### src/verilog/usbpc_pkg.sv
// constants shared by the usb power control block and its helpers
package usbpc_pkg;

	// clock rate of core_clk
	localparam int unsigned CLK_HZ = 10_000_000;

	// register indices; byte address is four times the index
	localparam logic [7:0] PWR_IDX = 8'h01;
	localparam logic [7:0] EV_STAT_IDX = 8'h02;
	localparam logic [7:0] EV_MASK_IDX = 8'h03;
	localparam logic [3:0] PWR_ADDR = {PWR_IDX[1:0], 2'b00};
	localparam logic [3:0] EV_STAT_ADDR = {EV_STAT_IDX[1:0], 2'b00};
	localparam logic [3:0] EV_MASK_ADDR = {EV_MASK_IDX[1:0], 2'b00};

	// usb_power_control field positions
	localparam int ISO_BIT = 7;
	localparam int CONN_BIT = 6;
	localparam int RSV_LSB = 4;
	localparam int BRST_BIT = 3;
	localparam int RESUME_BIT = 2;
	localparam int SUSP_BIT = 1;
	localparam int PHYPD_BIT = 0;

	// reset values
	localparam logic [7:0] PWR_RESET = 8'h20;
	localparam logic [1:0] RSV_RESET = 2'h2;
	localparam logic [3:0] EV_MASK_RESET = 4'h0;

	// event status bits
	localparam int EV_BRST = 0;
	localparam int EV_SUSP = 1;
	localparam int EV_ZLP = 2;
	localparam int EV_RSM_LATE = 3;

	// resume signalling window owned by software
	localparam int unsigned RESUME_MIN_MS = 10;
	localparam int unsigned RESUME_MAX_MS = 15;
	localparam int unsigned RESUME_MAX_CYC = CLK_HZ / 1000 * RESUME_MAX_MS;

	// isochronous frame hold states
	typedef enum logic [2:0] {
		ISO_IDLE = 3'b001,
		ISO_WAIT_SOF = 3'b010,
		ISO_RELEASED = 3'b100
	} usbpc_iso_st_t;

endpackage

### src/verilog/usbpc_iso_if.sv
// carrier between the register core and the isochronous frame hold
`timescale 1ns/100ps
interface usbpc_iso_if;
	logic iso_frame_hold;
	logic tx_packet_ready;
	logic tx_is_iso;
	logic sof_rx;
	logic in_token_rx;
	logic send_pkt;
	logic send_zlp;

	modport core (
		output iso_frame_hold, tx_packet_ready, tx_is_iso, sof_rx, in_token_rx,
		input send_pkt, send_zlp
	);
	modport iso (
		input iso_frame_hold, tx_packet_ready, tx_is_iso, sof_rx, in_token_rx,
		output send_pkt, send_zlp
	);
endinterface

### src/verilog/usbpc_iso_gate.sv
// isochronous frame hold: releases a queued iso packet only after sof while the hold bit is set
`timescale 1ns/100ps
module usbpc_iso_gate (
	input wire logic core_clk,
	input wire logic rst_sync_b,
	usbpc_iso_if.iso io
);

	typedef struct packed {
		usbpc_pkg::usbpc_iso_st_t st;
		logic pkt;
		logic zlp;
	} usbpc_iso_state_t;

	usbpc_iso_state_t q;
	usbpc_iso_state_t d;
	logic held;

	// hold only applies to iso traffic with the hold bit on
	assign held = io.iso_frame_hold && io.tx_is_iso;

	// next state
	always_comb begin
		d = q;
		d.pkt = 1'b0;
		d.zlp = 1'b0;
		case (q.st)
			usbpc_pkg::ISO_IDLE: begin
				if (held && io.tx_packet_ready) begin
					d.st = usbpc_pkg::ISO_WAIT_SOF;
				end else if (io.in_token_rx && io.tx_packet_ready) begin
					d.pkt = 1'b1;
				end
			end
			usbpc_pkg::ISO_WAIT_SOF: begin
				// hold dropped or endpoint no longer iso: stop holding
				if (!io.tx_packet_ready || !held) begin
					d.st = usbpc_pkg::ISO_IDLE;
					if (io.in_token_rx && io.tx_packet_ready) begin
						d.pkt = 1'b1;
					end
				end else if (io.sof_rx) begin
					d.st = usbpc_pkg::ISO_RELEASED;
				end else if (io.in_token_rx) begin
					d.zlp = 1'b1;
				end
			end
			usbpc_pkg::ISO_RELEASED: begin
				if (!io.tx_packet_ready) begin
					d.st = usbpc_pkg::ISO_IDLE;
				end else if (io.in_token_rx) begin
					d.pkt = 1'b1;
					d.st = usbpc_pkg::ISO_IDLE;
				end
			end
			default: begin
				d.st = usbpc_pkg::ISO_IDLE;
			end
		endcase
	end

	// state register
	always_ff @(posedge core_clk or negedge rst_sync_b) begin
		if (!rst_sync_b) begin
			q <= '{st: usbpc_pkg::ISO_IDLE, default: 1'b0};
		end else begin
			q <= d;
		end
	end

	assign io.send_pkt = q.pkt;
	assign io.send_zlp = q.zlp;

endmodule

### src/verilog/usbpc_power_ctl.sv
// usb device power control register with avalon slave and interrupts
`timescale 1ns/100ps
module usbpc_power_ctl #(
	parameter int unsigned RESUME_MAX_CYC = usbpc_pkg::RESUME_MAX_CYC
) (
	input wire logic core_clk,
	input wire logic rst_b,
	input wire logic [3:0] avs_address,
	input wire logic avs_read,
	input wire logic avs_write,
	input wire logic [31:0] avs_writedata,
	input wire logic [3:0] avs_byteenable,
	output logic [31:0] avs_readdata,
	output logic avs_waitrequest,
	input wire logic usb_reset_seen,
	input wire logic usb_suspend_seen,
	input wire logic sof_rx,
	input wire logic in_token_rx,
	input wire logic tx_packet_ready,
	input wire logic tx_is_iso,
	output logic send_pkt,
	output logic send_zlp,
	output logic line_oe_b,
	output logic resume_drive,
	output logic phy_power_down,
	output logic usb_irq
);

	localparam int CNT_W = $clog2(RESUME_MAX_CYC + 1);
	localparam logic [CNT_W-1:0] CNT_MAX = CNT_W'(RESUME_MAX_CYC);
	localparam logic [CNT_W-1:0] CNT_ONE = CNT_W'(1);

	// register selects
	localparam logic [1:0] SEL_NONE = 2'h0;
	localparam logic [1:0] SEL_PWR = 2'h1;
	localparam logic [1:0] SEL_STAT = 2'h2;
	localparam logic [1:0] SEL_MASK = 2'h3;

	typedef struct packed {
		logic iso_hold;
		logic soft_conn;
		logic bus_rst;
		logic resume;
		logic resume_drv;
		logic suspend;
		logic phy_pd;
		logic [3:0] ev_stat;
		logic [3:0] ev_mask;
		logic irq;
		logic wait_b;
		logic [7:0] rdata;
		logic [CNT_W-1:0] rsm_cnt;
		logic line_oe_b;
	} usbpc_core_st_t;

	localparam usbpc_core_st_t ST_RST = '{
		iso_hold: usbpc_pkg::PWR_RESET[usbpc_pkg::ISO_BIT],
		soft_conn: usbpc_pkg::PWR_RESET[usbpc_pkg::CONN_BIT],
		bus_rst: usbpc_pkg::PWR_RESET[usbpc_pkg::BRST_BIT],
		resume: usbpc_pkg::PWR_RESET[usbpc_pkg::RESUME_BIT],
		resume_drv: 1'b0,
		suspend: usbpc_pkg::PWR_RESET[usbpc_pkg::SUSP_BIT],
		phy_pd: usbpc_pkg::PWR_RESET[usbpc_pkg::PHYPD_BIT],
		ev_stat: 4'h0,
		ev_mask: usbpc_pkg::EV_MASK_RESET,
		irq: 1'b0,
		wait_b: 1'b1,
		rdata: 8'h00,
		rsm_cnt: '0,
		line_oe_b: 1'b1
	};

	logic [1:0] rsync_q;
	logic rst_sync_b;
	usbpc_core_st_t q;
	usbpc_core_st_t d;
	logic [1:0] sel;
	logic commit_wr;
	logic commit_rd;
	logic [7:0] wd;
	logic [3:0] ev;

	usbpc_iso_if iso_io ();

	// decode a byte address into a register select
	function automatic logic [1:0] reg_sel(input logic [3:0] addr);
		logic [1:0] s;
		s = SEL_NONE;
		if (addr == usbpc_pkg::PWR_ADDR) begin
			s = SEL_PWR;
		end else if (addr == usbpc_pkg::EV_STAT_ADDR) begin
			s = SEL_STAT;
		end else if (addr == usbpc_pkg::EV_MASK_ADDR) begin
			s = SEL_MASK;
		end
		return s;
	endfunction

	// read view of the power register
	function automatic logic [7:0] pwr_view(input usbpc_core_st_t s);
		logic [7:0] v;
		v = 8'h00;
		v[usbpc_pkg::ISO_BIT] = s.iso_hold;
		v[usbpc_pkg::CONN_BIT] = s.soft_conn;
		v[usbpc_pkg::RSV_LSB +: 2] = usbpc_pkg::RSV_RESET;
		v[usbpc_pkg::BRST_BIT] = s.bus_rst;
		v[usbpc_pkg::RESUME_BIT] = s.resume;
		v[usbpc_pkg::SUSP_BIT] = s.suspend;
		v[usbpc_pkg::PHYPD_BIT] = s.phy_pd;
		return v;
	endfunction

	// reset release through two flops; assert is immediate
	always_ff @(posedge core_clk or negedge rst_b) begin
		if (!rst_b) begin
			rsync_q <= 2'b00;
		end else begin
			rsync_q <= {rsync_q[0], 1'b1};
		end
	end
	assign rst_sync_b = rsync_q[1];

	// feed the frame hold helper
	assign iso_io.iso_frame_hold = q.iso_hold;
	assign iso_io.tx_packet_ready = tx_packet_ready;
	assign iso_io.tx_is_iso = tx_is_iso;
	assign iso_io.sof_rx = sof_rx;
	assign iso_io.in_token_rx = in_token_rx;

	usbpc_iso_gate u_iso (
		.core_clk(core_clk),
		.rst_sync_b(rst_sync_b),
		.io(iso_io)
	);

	// bus access decode; one wait state, commit when wait drops
	assign sel = reg_sel(avs_address);
	assign commit_wr = avs_write && !q.wait_b;
	assign commit_rd = avs_read && !q.wait_b;
	assign wd = avs_writedata[7:0];

	// events feeding the sticky status
	always_comb begin
		ev = 4'h0;
		ev[usbpc_pkg::EV_BRST] = usb_reset_seen && !q.bus_rst;
		ev[usbpc_pkg::EV_SUSP] = usb_suspend_seen && !q.suspend;
		ev[usbpc_pkg::EV_ZLP] = iso_io.send_zlp;
		ev[usbpc_pkg::EV_RSM_LATE] = q.resume_drv &&
			(q.rsm_cnt == CNT_MAX - CNT_ONE);
	end

	// next state of the whole core
	always_comb begin
		d = q;

		// answer each request once, then hold wait high again
		d.wait_b = 1'b1;
		if ((avs_read || avs_write) && q.wait_b) begin
			d.wait_b = 1'b0;
			case (sel)
				SEL_PWR: d.rdata = pwr_view(q);
				SEL_STAT: d.rdata = {4'h0, q.ev_stat};
				SEL_MASK: d.rdata = {4'h0, q.ev_mask};
				default: d.rdata = 8'h00;
			endcase
		end

		d.bus_rst = usb_reset_seen;

		// power register writes, lane 0 only
		if (commit_wr && avs_byteenable[0] && sel == SEL_PWR) begin
			d.iso_hold = wd[usbpc_pkg::ISO_BIT];
			d.soft_conn = wd[usbpc_pkg::CONN_BIT];
			d.resume = wd[usbpc_pkg::RESUME_BIT];
			if (wd[usbpc_pkg::RESUME_BIT] && q.suspend) begin
				d.resume_drv = 1'b1;
			end
			if (!wd[usbpc_pkg::RESUME_BIT]) begin
				d.resume_drv = 1'b0;
			end
			if (wd[usbpc_pkg::PHYPD_BIT]) begin
				d.phy_pd = 1'b1;
			end
		end

		// clear suspend on event read or resume
		if (commit_rd && sel == SEL_STAT) begin
			d.suspend = 1'b0;
		end
		if (commit_wr && avs_byteenable[0] && sel == SEL_PWR &&
			wd[usbpc_pkg::RESUME_BIT]) begin
			d.suspend = 1'b0;
		end
		if (usb_suspend_seen) begin
			d.suspend = 1'b1;
		end

		// status is write one to clear, events win over the clear
		if (commit_wr && avs_byteenable[0] && sel == SEL_STAT) begin
			d.ev_stat = q.ev_stat & ~wd[3:0];
		end
		d.ev_stat = d.ev_stat | ev;
		if (commit_wr && avs_byteenable[0] && sel == SEL_MASK) begin
			d.ev_mask = wd[3:0];
		end

		// resume length watchdog, saturates at the limit
		if (q.resume_drv) begin
			if (q.rsm_cnt != CNT_MAX) begin
				d.rsm_cnt = q.rsm_cnt + CNT_ONE;
			end
		end else begin
			d.rsm_cnt = '0;
		end

		// outputs taken from next values so they line up with state
		d.irq = |(d.ev_stat & d.ev_mask);
		// lines float unless soft connect set
		d.line_oe_b = !d.soft_conn;
	end

	// single state register
	always_ff @(posedge core_clk or negedge rst_sync_b) begin
		if (!rst_sync_b) begin
			q <= ST_RST;
		end else begin
			q <= d;
		end
	end

	// ports straight from flops; upper bytes are always zero
	assign avs_readdata = {24'h00_0000, q.rdata};
	assign avs_waitrequest = q.wait_b;
	assign line_oe_b = q.line_oe_b;
	assign resume_drive = q.resume_drv;
	assign phy_power_down = q.phy_pd;
	assign usb_irq = q.irq;
	assign send_pkt = iso_io.send_pkt;
	assign send_zlp = iso_io.send_zlp;

endmodule

### config.mk
export PLATFORM = sky130hd
export DESIGN_NAME = usbpc_power_ctl
export DESIGN_NICKNAME = d
export VERILOG_FILES = /design/src/verilog/usbpc_pkg.sv /design/src/verilog/usbpc_iso_if.sv /design/src/verilog/usbpc_iso_gate.sv /design/src/verilog/usbpc_power_ctl.sv
export SDC_FILE = /design/constraint.sdc
export NUM_CORES = 1
export LEC_CHECK = 0
export ABC_AREA = 1
export BUFFER_PORTS_ARGS = -buffer_cell sky130_fd_sc_hd__buf_2
export CORE_MARGIN = 5
export CORE_UTILIZATION = 35
export CTS_BUF_LIST = sky130_fd_sc_hd__clkbuf_2 sky130_fd_sc_hd__clkbuf_4 sky130_fd_sc_hd__clkbuf_8
export CTS_CLUSTER_DIAMETER = 50
export DETAILED_ROUTE_END_ITERATION = 8
export MAX_ROUTING_LAYER = met4
export SLEW_MARGIN = 20
export SYNTH_ARGS = -nofsm -noshare
export SYNTH_HDL_FRONTEND = slang
export SYNTH_SLANG_ARGS = --single-unit
### constraint.sdc
create_clock -name core_clk -period 3.6 [get_ports core_clk]
set_input_delay 0.72 -clock core_clk [delete_from_list [all_inputs] [get_ports core_clk]]
set_output_delay 0.72 -clock core_clk [all_outputs]
set_load 0.005 [all_outputs]
==> parameters.txt <==
Parameter                              Value

Status
  Result of the run    finished clean

Worst setup path
  Critical path launch point type    flop
  Category of the critical setup timing path    reg -> out
  Critical path endpoint category    primary output
  Arrival time worst endpoint    1240 ps
  Series of cell instances along the critical path    buf_2
  Biggest cell delay along the critical path    710 ps
  CP Max Fanout    17
  Top cell family by delay on the critical path    flip-flops
  Count of buffer and inverter cells on the critical path    1
  RR Startpoint    q[1]$_DFFE_PN0P_
  CP max-delay cell    dfrtp_1
  CP Launch Point    resume_drive$_DFFE_PN0P_
  Worst endpoint required time    2880 ps

Yosys
  Synth unique cells    37
  Number of enable-type register cells in the synthesized netlist    0
  Sequential area share after synthesis    0.4510
  FF+latch count, synth    50
  Prevailing post-synth register cell    dfrtp_1
  Yosys warning total    0
  Portion of synthesized cell area occupied by the leading cell type    0.4227
  Combined area of all synthesized cells    between 0.002 and 0.003 mm^2
  Synth top area cells    dfrtp_1 42%, nand2_1 11%, buf_4 8.6%
  Mapped Cells    ~340
  Post-synth top area cell    dfrtp_1
  Mean area per synthesized cell    a little over 8 um^2
  Share of synthesized registers carrying an async set or reset    1.000

Hold path
  Hold crit path type    in -> async

Timing
  Maximum clock frequency    around 510 MHz
  Relative max-transition margin    0.5838
  Total negative slack    0 ps
  Number of failing hold endpoints at the final stage    0
  Final-report setup violation count    0
  Setup Skew    between 4 and 5 ps
  Fraction of the cycle the final worst path needs    0.5451
  Max-slew violation count    0
  RSZ-0062 raised after global routing    false
  Period minus WS final    1962 ps
  Actual slew at the worst max-slew pin    between 600 and 700 ps

Placed design
  Number of input and output port buffers inserted    34
  Placed wire-length estimate    4.089 mm
  Total instance count after detailed placement    ~470
  Final weighted congestion in routability-driven placement    0.8511
  Placed cell areas    0.002922 mm^2

Floorplanning
  Starting utilization of the core area    0.3601
  I/O pin total    89
  Die extent in x    99.17 um
  Floorplan die height    99.17 um
  Core Rows    32
  Core ar.    0.007727 mm^2
  Die Outline Area    0.009834 mm^2

Clock tree
  Clock sink count    50
  Hold bufs inserted after CTS    0
  Clock latency on the worst-skew pair    320 ps
  TritonCTS clock tree    done
  Resize count post-CTS    0
  Postcts setup bufs    0
  Clock Pin Slew Worst Setup and Hold Paths    about 100 ps
  Root Buffer    clkbuf_8
  Max Buffers Root-to-Sink    2
  H-tree levels    2
  TritonCTS buffer count    5

Drt
  DRC violations left    0
  Number of nets with antenna violations after routing    0
  Via count    2138
  Average vias per placed instance    ~4.5
  Average wire per standard cell    roughly 11 um
  Violation count after the first detailed-routing iteration    91
  Number of iterations in the first detailed-routing pass    4
  Final Routed Wirelength    5.386 mm

Global route
  Combined global-route utilization of all metal layers    0.1187
  Number of global-route vias before repair    2076
  Initial antenna violation count    0
  First-pass GRT wire length    just over 9 mm
  Total global routing overflow    0
  Maximum number of pins on one net before global-route repair    49

Run
  Max-cap viol count    0

Cells and area
  Final cell count without fillers    473
  Final non-filler cell area    0.003022 mm^2
  Final layout net count    422
  Number of antenna repair diodes    0
  Growth of design area from synthesis to finish    8.588%
  Area used by multi-input combinational logic    0.001199 mm^2
  Count of filler cells inserted in the layout    786
  Register area    0.001259 mm^2
  Fraction of layout instances using a drive strength above 1    0.2102

Pwr
  Static leakage    1.553 nW
  Worst voltage drop across the vdd grid    around 230 uV
  Sum of internal, switching and leakage power    approximately 1.4 mW
  Power density over the cells    around 460 mW/mm^2
==> final timing paths <==
| path | to | slack, ps | cells after the start |
|---|---|---|---|
| worst max-delay path | resume_drive | 1640 | 1 |
| worst min-delay path | rsync_q[1]$_DFF_PN0_ | 160 | 1 |
| worst max register to register | q[11]$_DFFE_PN0P_ | 2120 | 9 |
| worst min register to register | q[15]$_DFFE_PN0P_ | 340 | 0 |
| max in group asynchronous | avs_readdata[0]$_DFFE_PN0P_ | 2830 | 0 |
| min in group core_clk | rsync_q[1]$_DFF_PN0_ | 370 | 0 |
==> registers in the layout, indices dropped and copies added (netlist names) <==
signal                 flops
avs_readdata               7
avs_waitrequest            1
iso_io.iso_frame_hold      1
line_oe_b                  1
phy_power_down             1
q                         30
resume_drive               1
rsync_q                    2
u_iso.io.send_pkt          1
u_iso.io.send_zlp          1
u_iso.q                    3
usb_irq                    1
==> per-layer routing <==
layer  vias up  global-route usage  part of all wire
met5         -                   -                 0
met4         0             0.04412             0.019
met3         9             0.02595             0.057
met2        56              0.1860              0.45
met1       997              0.1509              0.47
li1       1076                   -                 -
==> cells in the final DEF, fill, tap and decap left out, drive strengths merged, types with 2 or more instances in the layout <==
cell,instances
nand2,90
clkinv,2
nand3,29
a31oi,3
conb,26
clkbuf,5
a21oi,10
inv,46
dfstp,3
o21ai,17
nand4,5
nor2,36
ha,2
or2,3
buf,34
dfrtp,47
nor3,4
==> where the power goes <==
part	internal [mW]	leakage, nW	switching, mW
clock network	0.146	0.0506	0.217
logic	0.120	0.874	0.174
registers	0.655	0.629	0.0889
total	0.920	1.55	0.479
==> area by class of cell <==
| class | instances | share of cell area |
|---|---|---|
| Clock buffer | 5 | 0.02277 |
| Tap cell | 102 | 0.04224 |
| Timing Repair Buffer | 34 | 0.05631 |
| Inverter | 45 | 0.05590 |
| Clock inverter | 3 | 0.009524 |
| Multi-Input combinational cell | 234 | 0.3967 |
| Sequential cell | 50 | 0.4166 |
==> metrics by stage <==
step | setup WS [ps] | utilization | hold slack (ps)
CTS | 1613 | 0.3907 | 156.6
finish | 1638 | 0.3910 | 160.1
detailed placement | 1706 | 0.3781 | 337.1
floorplan | 2008 | - | 331.2
global placement | 1711 | 0.3781 | 341.4
global route | 1535 | 0.3910 | 141.9
==> synthesized netlist by cell type (2+ instances only) <==
master    n
buf_2     2
inv_1    38
nor3_1    3
dfstp_2   3
o21ai_0   3
inv_2     6
nand3_1  24
buf_4    32
or2_2     2
dfrtp_1  47
a31oi_1   3
o21ai_1  11
nor2_4    4
nand3_2   5
nand4_1   5
conb_1    2
nor2_8    3
o21ai_2   3
nor2_1   29
a21oi_1  10
nand2_2   6
ha_1      2
nand2_1  82
==> cells by family after synthesis <==
| family | synth area share |
|---|---|
| buf+inv | 0.1506 |
| fa+ha+maj | 0.008991 |
| simple gates | 0.3053 |
| flops | 0.4510 |
| compound gates | 0.07825 |
| other cells | 0.002699 |
| xor+xnor | 0.003148 |
(Power assumes the default switching activity.)
